**config.mk**
```make
export PLATFORM = sky130hd
export DESIGN_NAME = rfp_top
export DESIGN_NICKNAME = d
export VERILOG_FILES = /design/src/verilog/rfp_pkg.sv /design/src/verilog/rfp_chan_gate.sv /design/src/verilog/rfp_top.sv
export VERILOG_INCLUDE_DIRS = /design/src /design/src/verilog
export SDC_FILE = /design/constraint.sdc
export NUM_CORES = 1
export LEC_CHECK = 0
export BUFFER_PORTS_ARGS = -buffer_cell sky130_fd_sc_hd__buf_2
export CAP_MARGIN = 20
export CORE_AREA = 2 2 84 86
export DETAILED_ROUTE_END_ITERATION = 16
export DIE_AREA = 0 0 86 88
export GPL_ROUTABILITY_DRIVEN = 0
export PLACE_DENSITY = 0.85
export SLEW_MARGIN = 20
export SYNTH_ARGS = -nofsm -noshare
export SYNTH_HDL_FRONTEND = slang
export SYNTH_SLANG_ARGS = --single-unit
```
**constraint.sdc**
```tcl
create_clock -name sys_clk -period 2.4 [get_ports sys_clk]
set_input_delay 0.12 -clock sys_clk [delete_from_list [all_inputs] [get_ports sys_clk]]
set_output_delay 0.12 -clock sys_clk [all_outputs]
set_load 0.03 [all_outputs]
```
**src/verilog/rfp_defines.svh**
```systemverilog
`ifndef RFP_DEFINES_SVH
`define RFP_DEFINES_SVH

// Timing
`define RFP_CLK_PERIOD_NS   5
`define RFP_TICK_PERIOD_NS  1000
`define RFP_PRESCALE        (`RFP_TICK_PERIOD_NS / `RFP_CLK_PERIOD_NS)
`define RFP_OC_WAIT_MS      12
`define RFP_OC_WAIT_TICKS   (`RFP_OC_WAIT_MS * 1000000 / `RFP_TICK_PERIOD_NS)

// Sizes
`define RFP_NUM_CH          4
`define RFP_EV_W            5

// Register offsets (byte addresses)
`define RFP_ADDR_CTRL       4'h0
`define RFP_ADDR_STATUS     4'h4
`define RFP_ADDR_MASK       4'h8
`define RFP_ADDR_STATE      4'hC

// Event bit positions in status and mask
`define RFP_EV_UV           0
`define RFP_EV_OV           1
`define RFP_EV_OC           2
`define RFP_EV_LIM          3
`define RFP_EV_LATCH        4

// Reset values
`define RFP_CTRL_RST        1'h1
`define RFP_MASK_RST        5'h00

`endif

```
**src/verilog/rfp_pkg.sv**
```systemverilog
package rfp_pkg;

   typedef enum logic [2:0] {
      RFP_OFF,
      RFP_SOFTSTART,
      RFP_RUN,
      RFP_OC_WAIT,
      RFP_OV_CLAMP,
      RFP_LATCHED
   } rfp_state_e;

   typedef logic [3:0]  rfp_addr_t;
   typedef logic [31:0] rfp_data_t;

   typedef struct packed {
      logic upper;
      logic lower;
   } rfp_gate_s;

   typedef struct packed {
      rfp_state_e  state;
      logic        sw_en;
      logic        uv_flag;
      logic        pg_good;
      logic        ss_run;
      logic        ext_oe_n;
      logic [7:0]  pre_cnt;
      logic [13:0] wait_cnt;
      logic [3:0]  lim_prev;
      logic [4:0]  status;
      logic [4:0]  mask;
      logic        irq;
      rfp_data_t   rd_data;
   } rfp_top_s;

endpackage

```
**src/verilog/rfp_chan_gate.sv**
```systemverilog
`timescale 1ns/1ps
module rfp_chan_gate (
   // Clock and reset
   input  wire logic sys_clk,
   input  wire logic rst_n,
   // Mode from the sequencer
   input  wire logic gate_off,
   input  wire logic clamp_low,
   // Channel inputs
   input  wire logic limit,
   input  wire logic pwm,
   // Gate commands
   output logic      upper_r,
   output logic      lower_r
);
   import rfp_pkg::*;

   rfp_gate_s g_r;
   rfp_gate_s g_nxt;

   always_comb begin
      g_nxt = '0;
      if (gate_off) begin
         g_nxt = '0;
      end else if (clamp_low || limit) begin
         g_nxt.lower = 1'b1;
      end else begin
         g_nxt.upper = pwm;
         g_nxt.lower = ~pwm;
      end
   end

   always_ff @(posedge sys_clk or negedge rst_n) begin
      if (!rst_n) begin
         g_r <= '0;
      end else begin
         g_r <= g_nxt;
      end
   end

   assign upper_r = g_r.upper;
   assign lower_r = g_r.lower;

endmodule // rfp_chan_gate

```
**src/verilog/rfp_top.sv**
```systemverilog
// How it works
// - Undervoltage means the sensed output is below 60 percent of the identification-code voltage.
// - Undervoltage only pulls power-good low; the gates keep regulating.
// - Power-good returns high only once the output rises above 70 percent of that voltage.
// - An overvoltage, such as from an open sense line, stops regulation and latches off.
// - The average-current trip flag starts overcurrent shutdown at once.
// - Shutdown drives all gates low, floats the external phase and pulls power-good low.
// - Shutdown is held with everything off for twelve milliseconds.
// - After the wait a new soft-start begins if still enabled.
// - Trip, wait and retry repeat without limit until disabled or the fault clears.
// - A channel over its limit while the gates are driven gets its upper gate low and lower gate high at once.
// - That upper gate stays low until the channel limit flag drops.
// - Latch-off is cleared only by dropping enable or by reset, then soft-start may restart.
// - Power-good is low during shutdown and soft-start and rises only after soft-start.
`timescale 1ns/1ps
`include "rfp_defines.svh"
module rfp_top #(
   parameter int OC_WAIT_TICKS = `RFP_OC_WAIT_TICKS
) (
   // Clock and reset
   input  wire logic                 sys_clk,
   input  wire logic                 arst_n,
   // Register port
   input  wire rfp_pkg::rfp_addr_t   addr,
   input  wire rfp_pkg::rfp_data_t   wr_data,
   input  wire logic                 wr_strobe,
   input  wire logic                 rd_strobe,
   output rfp_pkg::rfp_data_t        rd_data_r,
   output logic                      irq_r,
   // Enable and soft-start handshake
   input  wire logic                 regulator_enable,
   input  wire logic                 soft_start_done,
   output logic                      soft_start_run_r,
   // Comparator flags
   input  wire logic                 uv_below_60,
   input  wire logic                 out_above_70,
   input  wire logic                 ov_trip,
   input  wire logic                 avg_overcurrent_trip,
   input  wire logic [3:0]           channel_current_limit,
   // Modulator requests
   input  wire logic [3:0]           pwm_req,
   // Gate drive
   output logic [2:0]                upper_gate_cmd,
   output logic [2:0]                lower_gate_cmd,
   output logic                      external_phase_pwm,
   output logic                      external_phase_pwm_oe_n,
   // Power-good open drain
   output logic                      power_good_out,
   output logic                      power_good_oe_n
);
   import rfp_pkg::*;

   logic [1:0] rst_sync;
   logic       rst_n;
   rfp_top_s   r;
   rfp_top_s   n;
   logic       en_eff;
   logic       tick;
   logic       gate_off;
   logic       clamp_low;
   logic [4:0] ev;
   logic [4:0] w1c;
   logic [3:0] upper_all;
   logic [3:0] lower_all;

   // Reset released through two flops
   always_ff @(posedge sys_clk or negedge arst_n) begin
      if (!arst_n) begin
         rst_sync <= 2'h0;
      end else begin
         rst_sync <= {rst_sync[0], 1'b1};
      end
   end
   assign rst_n = rst_sync[1];

   assign en_eff = regulator_enable & r.sw_en;
   assign tick   = (r.pre_cnt == 8'h00);

   always_comb begin
      n   = r;
      ev  = 5'h00;
      w1c = 5'h00;
      n.pre_cnt = tick ? 8'(`RFP_PRESCALE - 1) : r.pre_cnt - 8'h01;

      // Hysteresis on the undervoltage flag
      if (uv_below_60) begin
         n.uv_flag = 1'b1;
      end else if (out_above_70) begin
         n.uv_flag = 1'b0;
      end

      case (r.state)
         RFP_OFF: begin
            if (en_eff) begin
               n.state = RFP_SOFTSTART;
            end
         end
         RFP_SOFTSTART, RFP_RUN: begin
            if (ov_trip) begin
               n.state = RFP_OV_CLAMP;
            end else if (avg_overcurrent_trip) begin
               n.state    = RFP_OC_WAIT;
               n.wait_cnt = 14'(OC_WAIT_TICKS - 1);
               n.pre_cnt  = 8'(`RFP_PRESCALE - 1);
            end else if (r.state == RFP_SOFTSTART && soft_start_done) begin
               n.state = RFP_RUN;
            end
         end
         RFP_OC_WAIT: begin
            if (tick) begin
               if (r.wait_cnt == 14'h0000) begin
                  n.state = RFP_SOFTSTART;
               end else begin
                  n.wait_cnt = r.wait_cnt - 14'h0001;
               end
            end
         end
         RFP_OV_CLAMP: begin
            // Lower gates hold the output down until the trip clears
            if (!ov_trip) begin
               n.state = RFP_LATCHED;
            end
         end
         RFP_LATCHED: begin
            n.state = RFP_LATCHED;
         end
         default: begin
            n.state = RFP_OFF;
         end
      endcase

      // Disable overrides every state and clears the latch
      if (!en_eff) begin
         n.state = RFP_OFF;
      end

      // Power-good only in regulation and outside undervoltage
      n.pg_good  = (n.state == RFP_RUN) && !n.uv_flag;
      n.ss_run   = (n.state == RFP_SOFTSTART);
      n.ext_oe_n = (n.state == RFP_OFF) || (n.state == RFP_OC_WAIT) ||
                   (n.state == RFP_LATCHED);

      // Events
      ev[`RFP_EV_UV]    = n.uv_flag && !r.uv_flag && (r.state == RFP_RUN);
      ev[`RFP_EV_OV]    = (n.state == RFP_OV_CLAMP) && (r.state != RFP_OV_CLAMP);
      ev[`RFP_EV_OC]    = (n.state == RFP_OC_WAIT) && (r.state != RFP_OC_WAIT);
      ev[`RFP_EV_LIM]   = |(channel_current_limit & ~r.lim_prev);
      ev[`RFP_EV_LATCH] = (n.state == RFP_LATCHED) && (r.state != RFP_LATCHED);
      n.lim_prev = channel_current_limit;

      // Register writes
      if (wr_strobe) begin
         case (addr)
            `RFP_ADDR_CTRL:   n.sw_en = wr_data[0];
            `RFP_ADDR_STATUS: w1c = wr_data[4:0];
            `RFP_ADDR_MASK:   n.mask = wr_data[4:0];
            default: ;
         endcase
      end
      // A new event wins over a clear in the same cycle
      n.status = (r.status & ~w1c) | ev;
      n.irq    = |(n.status & n.mask);

      // Register reads: data valid in the cycle after the strobe only
      n.rd_data = 32'h0000_0000;
      if (rd_strobe) begin
         case (addr)
            `RFP_ADDR_CTRL:   n.rd_data = {31'h0, r.sw_en};
            `RFP_ADDR_STATUS: n.rd_data = {27'h0, r.status};
            `RFP_ADDR_MASK:   n.rd_data = {27'h0, r.mask};
            `RFP_ADDR_STATE:  n.rd_data = {22'h0, channel_current_limit, r.pg_good,
                                           r.uv_flag, en_eff, r.state};
            default:          n.rd_data = 32'h0000_0000;
         endcase
      end
   end

   always_ff @(posedge sys_clk or negedge rst_n) begin
      if (!rst_n) begin
         r          <= '0;
         r.state    <= RFP_OFF;
         r.sw_en    <= `RFP_CTRL_RST;
         r.mask     <= `RFP_MASK_RST;
         r.ext_oe_n <= 1'b1;
      end else begin
         r <= n;
      end
   end

   // Gate mode follows the next state so the gates move on the same edge
   assign gate_off  = n.ext_oe_n;
   assign clamp_low = (n.state == RFP_OV_CLAMP);

   genvar gi;
   generate
      for (gi = 0; gi < `RFP_NUM_CH; gi++) begin : g_ch
         rfp_chan_gate u_gate (
            .sys_clk   (sys_clk),
            .rst_n     (rst_n),
            .gate_off  (gate_off),
            .clamp_low (clamp_low),
            .limit     (channel_current_limit[gi]),
            .pwm       (pwm_req[gi]),
            .upper_r   (upper_all[gi]),
            .lower_r   (lower_all[gi])
         );
      end
   endgenerate

   assign upper_gate_cmd          = upper_all[2:0];
   assign lower_gate_cmd          = lower_all[2:0];
   // External driver makes its own lower gate from a low level
   assign external_phase_pwm      = upper_all[3];
   assign external_phase_pwm_oe_n = r.ext_oe_n;
   assign power_good_out          = 1'b0;
   assign power_good_oe_n         = r.pg_good;
   assign soft_start_run_r        = r.ss_run;
   assign rd_data_r               = r.rd_data;
   assign irq_r                   = r.irq;

   // Checks
   a_uv_pg_low: assert property (@(posedge sys_clk) disable iff (!rst_n)
      uv_below_60 |=> !power_good_oe_n)
      else $error("power good not low on undervoltage");

   a_uv_hyst_hold: assert property (@(posedge sys_clk) disable iff (!rst_n)
      (r.uv_flag && !out_above_70) |=> !power_good_oe_n)
      else $error("power good released before 70 percent");

   a_uv_keeps_run: assert property (@(posedge sys_clk) disable iff (!rst_n)
      (r.state == RFP_RUN && uv_below_60 && en_eff && !ov_trip && !avg_overcurrent_trip)
      |=> (r.state == RFP_RUN))
      else $error("undervoltage left regulation");

   a_ov_latch_hold: assert property (@(posedge sys_clk) disable iff (!rst_n)
      (r.state == RFP_LATCHED && en_eff) |=> (r.state == RFP_LATCHED))
      else $error("latch-off left while enabled");

   a_oc_all_off: assert property (@(posedge sys_clk) disable iff (!rst_n)
      ((r.state == RFP_RUN || r.state == RFP_SOFTSTART) && en_eff && !ov_trip
       && avg_overcurrent_trip)
      |=> (upper_gate_cmd == 3'h0 && lower_gate_cmd == 3'h0 && external_phase_pwm_oe_n
           && !power_good_oe_n)
      ##1 (r.state == RFP_OC_WAIT))
      else $error("overcurrent shutdown outputs wrong");

   a_oc_wait_load: assert property (@(posedge sys_clk) disable iff (!rst_n)
      (r.state != RFP_OC_WAIT) ##1 (r.state == RFP_OC_WAIT)
      |-> (r.wait_cnt == 14'(OC_WAIT_TICKS - 1)) && (r.pre_cnt == 8'(`RFP_PRESCALE - 1)))
      else $error("overcurrent wait not loaded");

   a_oc_wait_hold: assert property (@(posedge sys_clk) disable iff (!rst_n)
      (r.state == RFP_OC_WAIT && en_eff && !(tick && r.wait_cnt == 14'h0000))
      |=> (r.state == RFP_OC_WAIT))
      else $error("overcurrent wait ended early");

   a_oc_retry: assert property (@(posedge sys_clk) disable iff (!rst_n)
      (r.state == RFP_OC_WAIT && en_eff && tick && r.wait_cnt == 14'h0000)
      |=> (r.state == RFP_SOFTSTART) && soft_start_run_r)
      else $error("no retry after overcurrent wait");

   a_chan_limit: assert property (@(posedge sys_clk) disable iff (!rst_n)
      (channel_current_limit[0] && r.state == RFP_RUN && en_eff && !ov_trip
       && !avg_overcurrent_trip) |=> (!upper_gate_cmd[0] && lower_gate_cmd[0]))
      else $error("channel limit did not override gates");

   a_pg_only_run: assert property (@(posedge sys_clk) disable iff (!rst_n)
      power_good_oe_n |-> (r.state == RFP_RUN) && !r.uv_flag)
      else $error("power good high outside regulation");

   a_oc_rearm: assert property (@(posedge sys_clk) disable iff (!rst_n)
      (r.state == RFP_SOFTSTART && en_eff && !ov_trip && avg_overcurrent_trip)
      |=> (r.state == RFP_OC_WAIT))
      else $error("overcurrent retry did not trip again");

   a_limit_blocks: assert property (@(posedge sys_clk) disable iff (!rst_n)
      channel_current_limit[1] |=> !upper_gate_cmd[1])
      else $error("limited upper gate went high");

   a_disable_off: assert property (@(posedge sys_clk) disable iff (!rst_n)
      !en_eff |=> (r.state == RFP_OFF) && external_phase_pwm_oe_n)
      else $error("disable did not turn the regulator off");

   a_tick_reload: assert property (@(posedge sys_clk) disable iff (!rst_n)
      tick |=> (r.pre_cnt == 8'(`RFP_PRESCALE - 1)))
      else $error("prescaler not reloaded after tick");

   a_wait_gates_off: assert property (@(posedge sys_clk) disable iff (!rst_n)
      (r.state == RFP_OC_WAIT) |-> (upper_gate_cmd == 3'h0) && (lower_gate_cmd == 3'h0)
      && external_phase_pwm_oe_n)
      else $error("gates driven during overcurrent wait");

   c_oc_retry: cover property (@(posedge sys_clk) disable iff (!rst_n)
      (r.state == RFP_OC_WAIT) ##1 (r.state == RFP_SOFTSTART));
   c_ov_latched: cover property (@(posedge sys_clk) disable iff (!rst_n)
      (r.state == RFP_OV_CLAMP) ##1 (r.state == RFP_LATCHED));
   c_uv_recover: cover property (@(posedge sys_clk) disable iff (!rst_n)
      r.uv_flag && r.state == RFP_RUN ##1 !r.uv_flag && power_good_oe_n);
   c_chan_limit: cover property (@(posedge sys_clk) disable iff (!rst_n)
      r.state == RFP_RUN && channel_current_limit[1] ##1 lower_gate_cmd[1]);
   c_oc_rearm: cover property (@(posedge sys_clk) disable iff (!rst_n)
      (r.state == RFP_SOFTSTART) ##1 (r.state == RFP_OC_WAIT));

endmodule // rfp_top

```
==> impl_metrics.py <==
metrics = {
    "status": {
        "status": "completed",
    },
    "pwr": {
        "power_frac_clock": 0.275,
        "p_sw_frac": 0.338,
        "combPwrFrac": 0.299,
        "power_switching_w": 0.00116,
        "ir_worst_vdd_mv": 0.398,
        "power.leakage_nw": 1.94,
        "p_per_area_nw_per_um2": 876,
        "power_w": 0.00343,
        "seqPwrFrac": 0.426,
        "p_int_w": 0.00227,
    },
    "timing": {
        "tightest_slew_ps": 676,
        "finalCriticalPeriod_ps": 2350,
        "final-setup-viol-count": 0,
        "slew_violations": 0,
        "relSlewSlack": 0.549,
        "clock_skew_ps": 9.83,
        "final.setup.worst_slack_ps": 45.7,
        "fmax_ghz": 0.425,
        "tns_ps": 0,
        "fin_crit_sh": 0.981,
        "hold_viol_final": 0,
    },
    "clock_network": {
        "tritoncts": "built",
        "cts_buffer_depth": 2,
        "clkLatencyLatePin_ps": 350,
        "cts_buffers": 9,
        "cts.clk_slew.worst_paths_ps": 80,
        "h-tree-depth": 3,
        "root_buffer": "clkbuf_8",
        "clock-sinks": 64,
    },
    "min_path": {
        "hp-class": "input pin to register",
        "hold_start": "rd_strobe",
    },
    "floorplanning": {
        "die-area_um2": 7570,
        "initial_core_util": 0.508,
        "die_w_um": 86,
        "die_h_um": 88,
        "core_region_area_um2": 6640,
        "fp-row-count": 30,
        "ioPinCount": 98,
    },
    "final_layout": {
        "drive_gt1_frac": 0.268,
        "antenna_cells": 0,
        "fin_nets": 452,
        "fin_util": 0.590,
        "stdcell_count": 480,
        "num-fill-cells": 548,
        "area_growth_pct": 16.2,
    },
    "drt": {
        "drtPass1Iterations": 5,
        "vias": 2658,
        "wl_per_cell_um": 15.3,
        "routed_wl_um": 7350,
        "drt_iter0_drc": 147,
        "ant_nets": 0,
        "avgViaCountPerCell": 5.54,
        "drc": 0,
    },
    "synthesis": {
        "synth_xor_area_frac": 0.0182,
        "ys_warn_count": 0,
        "synth_top_area_share": 0.460,
        "synthMuxAreaShare": 0.0423,
        "synth.avg_cell_area_um2": 9.83,
        "async_reset_ff_frac": 1.00,
        "synth.distinct_cells": 55,
        "synth_area_um2": 3370,
        "synthFlopType": "dfrtp_1",
        "synth-compound-area-share": 0.142,
        "yosysSeqAreaShare": 0.476,
        "synth_most_common_cell": "dfrtp_1",
        "synth-simple-area-share": 0.180,
        "synth_top_family_by_area": "simple AND/OR/NAND/NOR gates",
        "synth_top_cell_by_area": "dfrtp_1",
        "synth-seq-cells": 64,
        "yosys-top-cells-count": "62 x dfrtp_1, 39 x buf_4, 26 x nand2_1",
        "synthAdderAreaFrac": 0.0141,
        "netlist_instances": 343,
        "yosys-top-cells-area": "dfrtp_1 46%, buf_4 8.7%, nand2_1 2.9%",
        "synth_edf_count": 0,
    },
    "flow_run": {
        "max_cap_violations": 0,
    },
    "setup_path": {
        "crit_start": "r[47]",
        "critPathMaxFanout": 4,
        "critPathArrivalTime_ps": 2610,
        "crit_required_ps": 2650,
        "endpoint_kind": "register",
        "r2r-start": "r[47]",
        "start_kind": "register",
        "crit_type": "register to register",
    },
    "placed_design": {
        "port_buffers": 47,
        "place_hpwl_um": 5040,
        "dp_slack_ps": -41.7,
        "place_inst": 455,
    },
    "global_routing": {
        "grt_pass1_wl_um": 11800,
        "grt_overflow": 0,
        "grt_pass1_vias": 2549,
        "grt.total_usage": 0.201,
        "antenna_found_initial": 0,
        "grt_start_max_net_pins": 35,
    },
}
==> final timing paths <==
check / end / slack (ps) / depth (start not counted)
min: rd_data_r[0] / 20 / 2
max: g_ch[3].u_gate.upper_r / 50 / 7
min reg2reg: r[51] / 310 / 0
max in group asynchronous: r[73] / 1430 / 1
max reg2reg: g_ch[3].u_gate.upper_r / 50 / 7
min in group asynchronous: rst_sync[0] / 80 / 2
==> critical path: stages, from the launching register on <==
cell	delay, ps
dfrtp_1	400
inv_2	90
ha_4	130
or4b_4	460
or4_4	560
o21ai_4	240
a21oi_4	100
nor4bb_2	280
==> placed cells by master, fill, tap and decap left out, types with 6 or more instances in the layout <==
cell / n
dfrtp_1: 61
buf_2: 47
nand2_1: 26
conb_1: 24
nor2_1: 20
inv_1: 17
o21ai_0: 16
buf_4: 16
nand2b_1: 10
clkbuf_8: 10
a22o_1: 9
a21oi_1: 8
o21ai_1: 8
nor3_1: 6
and2_1: 6
nor3b_1: 6
dlygate4sd3_1: 6
==> sequential cells by signal, summed over array words and instances (netlist names) <==
name / flops
rst_sync: 2
irq_r: 1
rd_data_r: 10
power_good_oe_n: 1
g_ch.u_gate.lower_r: 3
external_phase_pwm_oe_n: 1
soft_start_run_r: 1
r: 41
g_ch.u_gate.upper_r: 4
==> power by group through the flow <==
stage / Clock, W / Sequential [W] / Combinational (W)
after global placement: 0 / 0.00146 / 0.000873
after detailed placement: 0 / 0.00147 / 0.000908
after CTS: 0.000963 / 0.00145 / 0.000934
final: 0.000945 / 0.00146 / 0.00103
after global routing: 0.00101 / 0.00149 / 0.00114
after floorplan: 0 / 0.00147 / 0.000645
==> repair_timing <==
action	CTS	global route
gates resized for setup	2	15
hold buffers	6	0
hold endpoints to repair	8	0
setup endpoints to repair	9	21
pin swaps	0	5
buffers inserted	0	3
==> per-stage QoR <==
stage,hold WS [ps],cell area (µm²)
2_1_floorplan,-176,3460
3_3_place_gp,-92.4,3560
3_5_place_dp,-92.5,3560
4_1_cts,13.8,3830
5_1_grt,17.1,3920
6_report,23.9,3920
==> cell type report <==
cell class | instances | area (µm²) | share of cell area
clock buffer | 10 | 138 | 0.0351
clock inverter | 6 | 67.6 | 0.0172
inverter | 19 | 71.3 | 0.0182
multi-input combinational | 230 | 1490 | 0.381
sequential | 64 | 1610 | 0.409
tap | 80 | 100 | 0.0255
timing repair buffer | 71 | 447 | 0.114
==> cells by family (layout without fill, tap and decap cells) <==
| kind of cell | after synthesis | count (layout) |
|---|---|---|
| buffers and inverters | 71 | 106 |
| muxes | 11 | 11 |
| AOI/OAI and AO/OA | 72 | 72 |
| DFF | 64 | 64 |
| other | 2 | 24 |
| adders and majority gates | 4 | 4 |
| xor gates and xnor gates | 7 | 7 |
| and+or+nand+nor | 112 | 112 |
==> layer usage <==
metal / GRT usage / vias up / wire length [µm] / part of all wire
li1: - / 1247 / - / -
met1: 0.272 / 1287 / 3100 / 0.42
met2: 0.308 / 109 / 3620 / 0.49
met3: 0.0358 / 15 / 465 / 0.063
met4: 0.111 / 0 / 165 / 0.022
met5: 0 / - / 0 / 0
Power figures use the tool's default switching activity.
